**src/ict_defs.vh**
```
`ifndef ICT_DEFS_VH
`define ICT_DEFS_VH
// System clocks per instruction cycle
`define ICT_SYS_PER_INSTR 4
`define ICT_PHASE_W 2
`define ICT_PHASE_LAST 2'h3
// Reset values of the sequencing outputs
`define ICT_RST_EXEC_VALID 1'b1
`define ICT_RST_FLUSH 1'b0
// Instruction cycle counts reported on cycles_o
`define ICT_CYCLES_ONE 2'h1
`define ICT_CYCLES_TWO 2'h2
// Instruction class codes
`define ICT_CLS_W 3
`define ICT_CLS_PLAIN 3'h0
`define ICT_CLS_JUMP 3'h1
`define ICT_CLS_CALL 3'h2
`define ICT_CLS_RET 3'h3
`define ICT_CLS_RETURN_FROM_INTERRUPT_OP 3'h4
`define ICT_CLS_TABLE 3'h5
`define ICT_CLS_SKIP 3'h6
`endif

```
**src/ict_phase_div.v**
```verilog
`timescale 1ns/1ps
`include "ict_defs.vh"
module ict_phase_div #(
   parameter PHASE_W = `ICT_PHASE_W
) (
   input wire core_clk_i,
   input wire nrst_i,
   output wire [PHASE_W-1:0] phase_o,
   output wire cycle_end_o
);
   reg [PHASE_W-1:0] phase_r;
   // Counter wraps on its own, so the phase count must be a power of two
   always @(posedge core_clk_i or negedge nrst_i) begin
      if (!nrst_i) begin
         phase_r <= {PHASE_W{1'b0}};
      end else begin
         phase_r <= phase_r + {{(PHASE_W-1){1'b0}}, 1'b1};
      end
   end
   assign phase_o = phase_r;
   assign cycle_end_o = (phase_r == {PHASE_W{1'b1}});
endmodule

```
**src/ict_instr_timing.v**
```verilog
`timescale 1ns/1ps
`include "ict_defs.vh"
module ict_instr_timing #(
   parameter PHASE_W = `ICT_PHASE_W,
   parameter CLS_W = `ICT_CLS_W
) (
   input wire core_clk_i,
   input wire nrst_i,
   input wire [CLS_W-1:0] instr_class_i,
   input wire pcl_write_i,
   input wire skip_taken_i,
   output wire [PHASE_W-1:0] phase_o,
   output wire instr_cycle_end_o,
   output wire instr_start_o,
   output reg exec_valid_o,
   output reg flush_o,
   output reg [1:0] cycles_o
);
   // Sequencing states: first cycle of an instruction, or its extra cycle
   localparam ST_FIRST = 1'b0;
   localparam ST_EXTRA = 1'b1;

   wire [PHASE_W-1:0] phase;
   wire cyc_end;
   reg state_r;
   reg state_nxt;
   reg extra_nxt;
   reg exec_valid_nxt;
   reg flush_nxt;
   reg [1:0] cycles_nxt;

   function is_two_cycle;
      input [CLS_W-1:0] cls;
      begin
         case (cls)
            `ICT_CLS_JUMP: begin
               is_two_cycle = 1'b1;
            end
            `ICT_CLS_CALL: begin
               is_two_cycle = 1'b1;
            end
            `ICT_CLS_RET: begin
               is_two_cycle = 1'b1;
            end
            `ICT_CLS_RETURN_FROM_INTERRUPT_OP: begin
               is_two_cycle = 1'b1;
            end
            `ICT_CLS_TABLE: begin
               is_two_cycle = 1'b1;
            end
            default: begin
               is_two_cycle = 1'b0;
            end
         endcase
      end
   endfunction

   function is_skip;
      input [CLS_W-1:0] cls;
      begin
         case (cls)
            `ICT_CLS_SKIP: begin
               is_skip = 1'b1;
            end
            default: begin
               is_skip = 1'b0;
            end
         endcase
      end
   endfunction

   // Extra cycle is never doubled: a branch that also writes the counter costs one extra
   function needs_extra;
      input [CLS_W-1:0] cls;
      input pclw;
      input skp;
      begin
         needs_extra = 1'b0;
         if (pclw) begin
            needs_extra = 1'b1;
         end else if (is_two_cycle(cls)) begin
            needs_extra = 1'b1;
         end else if (is_skip(cls)) begin
            needs_extra = skp;
         end else begin
            needs_extra = 1'b0;
         end
      end
   endfunction

   ict_phase_div #(
      .PHASE_W(PHASE_W)
   ) ict_phase_div_inst (
      .core_clk_i(core_clk_i),
      .nrst_i(nrst_i),
      .phase_o(phase),
      .cycle_end_o(cyc_end)
   );

   assign phase_o = phase;
   assign instr_cycle_end_o = cyc_end;

   assign instr_start_o = cyc_end & ~extra_nxt;

   // Inputs only matter in the last phase of a first cycle
   always @* begin
      extra_nxt = 1'b0;
      case (state_r)
         ST_FIRST: begin
            extra_nxt = needs_extra(instr_class_i, pcl_write_i, skip_taken_i);
         end
         ST_EXTRA: begin
            // Discarded slot never asks for a further cycle
            extra_nxt = 1'b0;
         end
         default: begin
            extra_nxt = 1'b0;
         end
      endcase
   end

   always @* begin
      state_nxt = state_r;
      exec_valid_nxt = exec_valid_o;
      flush_nxt = flush_o;
      cycles_nxt = cycles_o;
      if (cyc_end) begin
         case (state_r)
            ST_FIRST: begin
               if (extra_nxt) begin
                  state_nxt = ST_EXTRA;
                  exec_valid_nxt = 1'b0;
                  flush_nxt = 1'b1;
                  cycles_nxt = `ICT_CYCLES_TWO;
               end else begin
                  state_nxt = ST_FIRST;
                  exec_valid_nxt = 1'b1;
                  flush_nxt = 1'b0;
                  cycles_nxt = `ICT_CYCLES_ONE;
               end
            end
            ST_EXTRA: begin
               // Count of the finished instruction stays visible
               state_nxt = ST_FIRST;
               exec_valid_nxt = 1'b1;
               flush_nxt = 1'b0;
               cycles_nxt = cycles_o;
            end
            default: begin
               state_nxt = ST_FIRST;
               exec_valid_nxt = 1'b1;
               flush_nxt = 1'b0;
               cycles_nxt = `ICT_CYCLES_ONE;
            end
         endcase
      end
   end

   always @(posedge core_clk_i or negedge nrst_i) begin
      if (!nrst_i) begin
         state_r <= ST_FIRST;
         exec_valid_o <= `ICT_RST_EXEC_VALID;
         flush_o <= `ICT_RST_FLUSH;
         cycles_o <= `ICT_CYCLES_ONE;
      end else begin
         state_r <= state_nxt;
         exec_valid_o <= exec_valid_nxt;
         flush_o <= flush_nxt;
         cycles_o <= cycles_nxt;
      end
   end
endmodule

```
**config.mk**
```make
export PLATFORM = sky130hd
export DESIGN_NAME = ict_instr_timing
export DESIGN_NICKNAME = d
export VERILOG_FILES = /design/src/ict_phase_div.v /design/src/ict_instr_timing.v
export VERILOG_INCLUDE_DIRS = /design/src
export SDC_FILE = /design/constraint.sdc
export NUM_CORES = 1
export LEC_CHECK = 0
export BUFFER_PORTS_ARGS = -buffer_cell sky130_fd_sc_hd__buf_2
export CORE_AREA = 2 2 39 41
export DETAILED_ROUTE_END_ITERATION = 10
export DIE_AREA = 0 0 41 43
export HOLD_SLACK_MARGIN = 0.06
export SETUP_SLACK_MARGIN = 0.1
export SLEW_MARGIN = 20
export SYNTH_ARGS = -nofsm -noshare
export SYNTH_HDL_FRONTEND = slang
export SYNTH_HIERARCHICAL = 1
export SYNTH_SLANG_ARGS = --single-unit
```
**constraint.sdc**
```tcl
create_clock -name core_clk_i -period 1.39 [get_ports core_clk_i]
set_input_delay 0.0695 -clock core_clk_i [delete_from_list [all_inputs] [get_ports core_clk_i]]
set_output_delay 0.0695 -clock core_clk_i [all_outputs]
set_load 0.1 [all_outputs]
```
==> out/metrics.cfg, run 1 <==
[routing]
drt-total-wl_um = 630
avgRoutedWirePerCell_um = 10.3
dr.first_iter.drc_count = 2
vias_per_cell = 4.33
vias = 264
ant_nets = 0
drc_errors = 0
drt_pass1_iterations = 2

[critical_path]
reg2reg_slack_ps = 140
path_max_fanout = 4
worstSetupPathType = reg -> out
start_kind = flip-flop
end_kind = primary output
r2r_cells = 5
r2r-end = cycles_o[1]$_DFFE_PN0P_
crit_arrival_ps = 1230
r2r_start = ict_phase_div_inst/phase_o[0]$_DFF_PN0_
worstPathRequired_ps = 1320

[sta]
whs_ps = 115
slew_viol_final = 0
period_share_pct = 93.2
fin_crit_ps = 1300
hold_viol = 0
tightestPinTransition_ps = 488
rsz0062_at_grt = yes
fin_skew_ps = 1.95
slew-limit-headroom_pct = 67.7
finalWorstSetupSlack_ps = 94.5
max_freq_mhz = 772
setup_viol = 0

[global_route]
overflow = 0
track_usage_pct = 9.72
grt_pass1_wl_um = 1080
antenna_found_initial = 0
grt_max_degree = 7
first_global_vias = 264

[min_path]
hold_class = in -> reg
hold_depth = 2
min-delay-start = pcl_write_i
min_to = cycles_o[1]$_DFFE_PN0P_

[final_layout]
n_fill_cell = 137
area_growth_pct = 74.3
multi_input_area_um2 = 159
drive_gt1_share_pct = 64.4
regArea_um2 = 161
nNetsFinal = 54
n_antenna_cell = 0
final_cell_area_um2 = 502
fin_cells = 61

[floorplanning]
start_util_pct = 20.8
coreArea_mm2 = 0.00138
dieArea_mm2 = 0.00176
core.rowCount = 14
pin_count = 15
die_h_um = 43
die_w_um = 41

[clock_tree]
clk_pin_slew_worst_paths_ps = 50
clock_tree.buffer_depth = 2
tritoncts = built
cts_inserted_buffers = 3
clk_latency_ps = 250
cts_max_level = 1
cts_root_buf = clkbuf_4
clock-sinks = 6

[synthesis]
synthAdderAreaFrac_pct = 4.35
yosysSeqAreaShare_pct = 53.0
syn-cell-area_um2 = 288
synth_compound_area_share_pct = 14.3
synth_top_family_by_area = simple AND/OR/NAND/NOR gates
avgSynthCellArea_um2 = 12.0
synthTopCellsByArea = dfrtp_1 (35%), dfstp_2 (18%), nand2b_1 (6.5%)
synth_cells = 24
synth_top_area_share_pct = 34.8
synthMuxAreaShare_pct = 5.22
synthSimpleGateAreaFrac_pct = 20.4
yosys.area.top_type = dfrtp_1
synth_fp_nets = 32
yosys.area_share.xor_xnor_pct = 0
yosysWarnings = 6
synth_seq_cells = 6
synth.distinct_cells = 16

[place]
dp_cells = 54
place.gp.congestion = 0.624
port_buffers = 14
place_area_um2 = 437
dp_hpwl_um = 502
pre_cts_slack_ps = 274

[power_and_ir_drop]
p_comb_share_pct = 35.6
pwr-share-seq_pct = 35.2
power_mw = 0.609
swShare_pct = 41.1
p_leak_nw = 0.215
ir_drop_mv = 0.406
p_clk_share_pct = 29.2
p_sw_mw = 0.251
power_density_mw_per_mm2 = 1210
power.internal_mw = 0.359

[outcome]
status = finished clean

[run]
cap_violations = 0

-- worst max-delay path by stage --
stage,end,slack [ps],cells after the start,from
final,instr_start_o,90,3,flush_o$_DFFE_PN0P_
after global placement,cycles_o[1]$_DFFE_PN0P_,290,4,ict_phase_div_inst/phase_o[0]$_DFF_PN0_
after CTS,instr_start_o,70,3,ict_phase_div_inst/phase_o[0]$_DFF_PN0_
after global routing,instr_start_o,50,3,flush_o$_DFFE_PN0P_
after detailed placement,cycles_o[1]$_DFFE_PN0P_,270,4,ict_phase_div_inst/phase_o[0]$_DFF_PN0_
after floorplan,instr_start_o,-310,2,ict_phase_div_inst/phase_o[0]$_DFF_PN0_
-- cells in the mapped netlist (all sizes together) --
library cell,count
nor4,1
mux2,1
nor3,1
nand2b,3
nor2b,1
inv,2
a21oi,2
nor2,1
dfrtp,4
and2,1
o31a,1
a311oi,1
o31ai,1
nand2,1
ha,1
dfstp,2
-- logic make-up after synthesis --
family	count (synthesis)
AOI/OAI and AO/OA	5
adders and majority gates	1
buffers and inverters	2
DFF	6
muxes	1
and+or+nand+nor	9
-- critical path, cell delays in order, from the launching register on --
cell      delay, ps
dfrtp_2         430
a311oi_4        300
nor2b_4          80
buf_12          170
-- per-layer routing --
metal	vias to the layer above	track usage [%]	wire (µm)
li1	127	-	-
met1	118	11.6	274
met2	17	12.5	265
met3	2	3.14	70
met4	0	10.0	19
met5	-	0	0
-- power groups by stage --
stage                     combinational [mW]  clock (mW)  sequential, mW
after floorplan                       0.0392           0           0.345
after global routing                   0.227       0.191           0.216
after global placement                 0.206           0           0.214
final                                  0.217       0.178           0.215
after detailed placement               0.208           0           0.215
after CTS                              0.218       0.189           0.214
-- repair_timing --
action,in CTS,in global routing
pin swaps,1,0
hold endpoints to repair,7,0
setup endpoints to repair,1,2
buffers inserted,1,0
resized for setup,1,0
hold buffers,2,0
-- cell type report --
class                   instances  area share (%)
flip-flops and latches          6            32.2
multi-input cells              16            31.7
repair buffers                 17            25.4
clock buffers                   4            5.24
well taps                      16            3.99
inverters                       2            1.50
-- stage by stage --
step / TNS (ps) / util [%]
4_1_cts: 0 / 36.3
6_report: 0 / 36.3
3_3_place_gp: 0 / 31.6
3_5_place_dp: 0 / 31.6
5_1_grt: 0 / 36.3
2_1_floorplan: -615 / -
-- cells in the final DEF, fill, tap and decap left out, drive strengths merged --
cell / netlist / final
nand2b: 3 / 3
ha: 1 / 1
a21oi: 2 / 2
nor2b: 1 / 1
nor3: 1 / 1
nand2: 1 / 1
a311oi: 1 / 1
buf: 0 / 15
clkbuf: 0 / 4
dfstp: 2 / 2
dlygate4sd3: 0 / 2
dfrtp: 4 / 4
nor4: 1 / 1
and2: 1 / 1
o31ai: 1 / 1
nor2: 1 / 1
inv: 2 / 2
o31a: 1 / 1
mux2: 1 / 1
-- sequential cells by signal (all words and copies together) (netlist names) --
name and cells:
cycles_o 2, exec_valid_o 1, flush_o 1, ict_phase_div_inst/phase_o 2
No activity file was read; power rests on OpenSTA's default activity.
==> run 2: changes to the inputs <==
--- a/config.mk
+++ b/config.mk
@@ -11,6 +11,7 @@
 export DETAILED_ROUTE_END_ITERATION = 10
 export DIE_AREA = 0 0 41 43
 export HOLD_SLACK_MARGIN = 0.06
+export RECOVER_POWER = 100
 export SETUP_SLACK_MARGIN = 0.1
 export SLEW_MARGIN = 20
 export SYNTH_ARGS = -nofsm -noshare
==> out/metrics.cfg, run 2 (synthesis results as in run 1) <==
[clock_tree]
tritoncts = built
clk_latency_ps = 250
cts_max_level = 1
cts_inserted_buffers = 3
cts_root_buf = clkbuf_4
clk_pin_slew_worst_paths_ps = 50
clock-sinks = 6
clock_tree.buffer_depth = 2

[place]
pre_cts_slack_ps = 274
port_buffers = 14
dp_cells = 54
place.gp.congestion = 0.624
dp_hpwl_um = 502

[sta]
slew-limit-headroom_pct = 63.9
fin_tns_setup_ps = 0
period_share_pct = 93.6
fin_skew_ps = 1.98
tightestPinTransition_ps = 544
fin_crit_ps = 1300
hold_viol = 0
setup_viol = 0
whs_ps = 115
finalWorstSetupSlack_ps = 89.3
rsz0062_at_grt = yes
slew_viol_final = 0
max_freq_mhz = 769

[routing]
drt_pass1_iterations = 2
dr_wl_met3_um = 73
drt-total-wl_um = 629
vias_per_cell = 4.38
wl_met1_um = 274
vias = 267
ant_nets = 0
drc_errors = 0
avgRoutedWirePerCell_um = 10.3
met2_length_um = 261
dr.first_iter.drc_count = 2
routed.top_layer = met4

[floorplanning]
die_w_um = 41
die_h_um = 43
dieArea_mm2 = 0.00176
pin_count = 15
core.rowCount = 14
coreArea_mm2 = 0.00138
start_util_pct = 20.8

[final_layout]
regArea_um2 = 160
n_fill_cell = 141
final_common_cell = clkbuf_2
multi_input_area_um2 = 159
final_cell_mix = clkbuf_2 (6), buf_2 (5), nand2b_1 (3), clkbuf_4 (3)
fin_cells = 61
drive_gt1_share_pct = 60.0
area_growth_pct = 69.1
nNetsFinal = 54
n_antenna_cell = 0

[global_route]
grt_pass1_wl_um = 1080
overflow = 0
track_usage_pct = 9.72
first_global_vias = 264
antenna_found_initial = 0
grt_max_degree = 7

[power_and_ir_drop]
p_leak_nw = 0.212
p_comb_share_pct = 35.5
pwr-share-seq_pct = 35.2
swShare_pct = 41.4
ir_drop_mv = 0.405
p_sw_mw = 0.251
power_density_mw_per_mm2 = 1250
power.internal_mw = 0.356
p_clk_share_pct = 29.3

[critical_path]
worstSetupPathType = reg -> out
crit_start = flush_o$_DFFE_PN0P_
critPathCapture = instr_start_o
crit_arrival_ps = 1230
path_max_fanout = 4
r2r_cells = 5
end_kind = primary output
worstPathRequired_ps = 1320
r2r_start = ict_phase_div_inst/phase_o[0]$_DFF_PN0_
reg2reg_slack_ps = 150
start_kind = flip-flop
r2r-end = cycles_o[1]$_DFFE_PN0P_

[run]
cap_violations = 0

[min_path]
min-delay-start = pcl_write_i
hold_class = in -> reg

[outcome]
status = finished clean

[run 2: power groups by stage]
stage	Combinational (mW)	Clock, mW	Sequential [mW]
after floorplan	0.0392	0	0.345
after global routing	0.226	0.191	0.216
after CTS	0.218	0.189	0.214
final	0.216	0.178	0.214
after detailed placement	0.208	0	0.215
after global placement	0.206	0	0.214
[run 2: final cells by class]
| type | instances | area share, % |
|---|---|---|
| clock buffers | 4 | 5.40 |
| inverters | 2 | 1.54 |
| multi-input cells | 16 | 32.6 |
| flip-flops and latches | 6 | 32.9 |
| well taps | 16 | 4.11 |
| repair buffers | 17 | 23.4 |
[run 2: what timing repair did]
action	in CTS	in global routing
endpoints found under the hold margin	7	0
pin swaps	1	0
setup endpoints to repair	1	2
resized for setup	1	0
hold buffers	2	0
setup buffers	1	0
[run 2: worst min-delay path by stage]
| stage | to | slack [ps] | depth (start not counted) |
|---|---|---|---|
| global placement | ict_phase_div_inst/phase_o[1]$_DFF_PN0_ | -100 | 1 |
| finish | cycles_o[1]$_DFFE_PN0P_ | 110 | 2 |
| floorplan | cycles_o[1]$_DFFE_PN0P_ | -230 | 0 |
| detailed placement | ict_phase_div_inst/phase_o[0]$_DFF_PN0_ | -100 | 1 |
| global route | cycles_o[1]$_DFFE_PN0P_ | 130 | 2 |
| CTS | cycles_o[1]$_DFFE_PN0P_ | 100 | 2 |
[run 2: through the flow]
stage	util [%]	total power [mW]	cell area, µm²
detailed placement	31.6	0.423	437
floorplan	-	0.384	317
finish	35.2	0.608	487
CTS	36.3	0.622	502
global placement	31.6	0.421	437
global route	35.2	0.633	487
[run 2: critical path, stage by stage, from the launching register on]
cell,delay (ps)
dfrtp_1,420
a311oi_4,310
nor2b_4,80
buf_12,170
[run 2: routing by layer]
layer,track usage [%],vias up
met2,12.5,17
met4,10.0,0
met1,11.6,121
met5,0,-
met3,3.14,2
li1,-,127
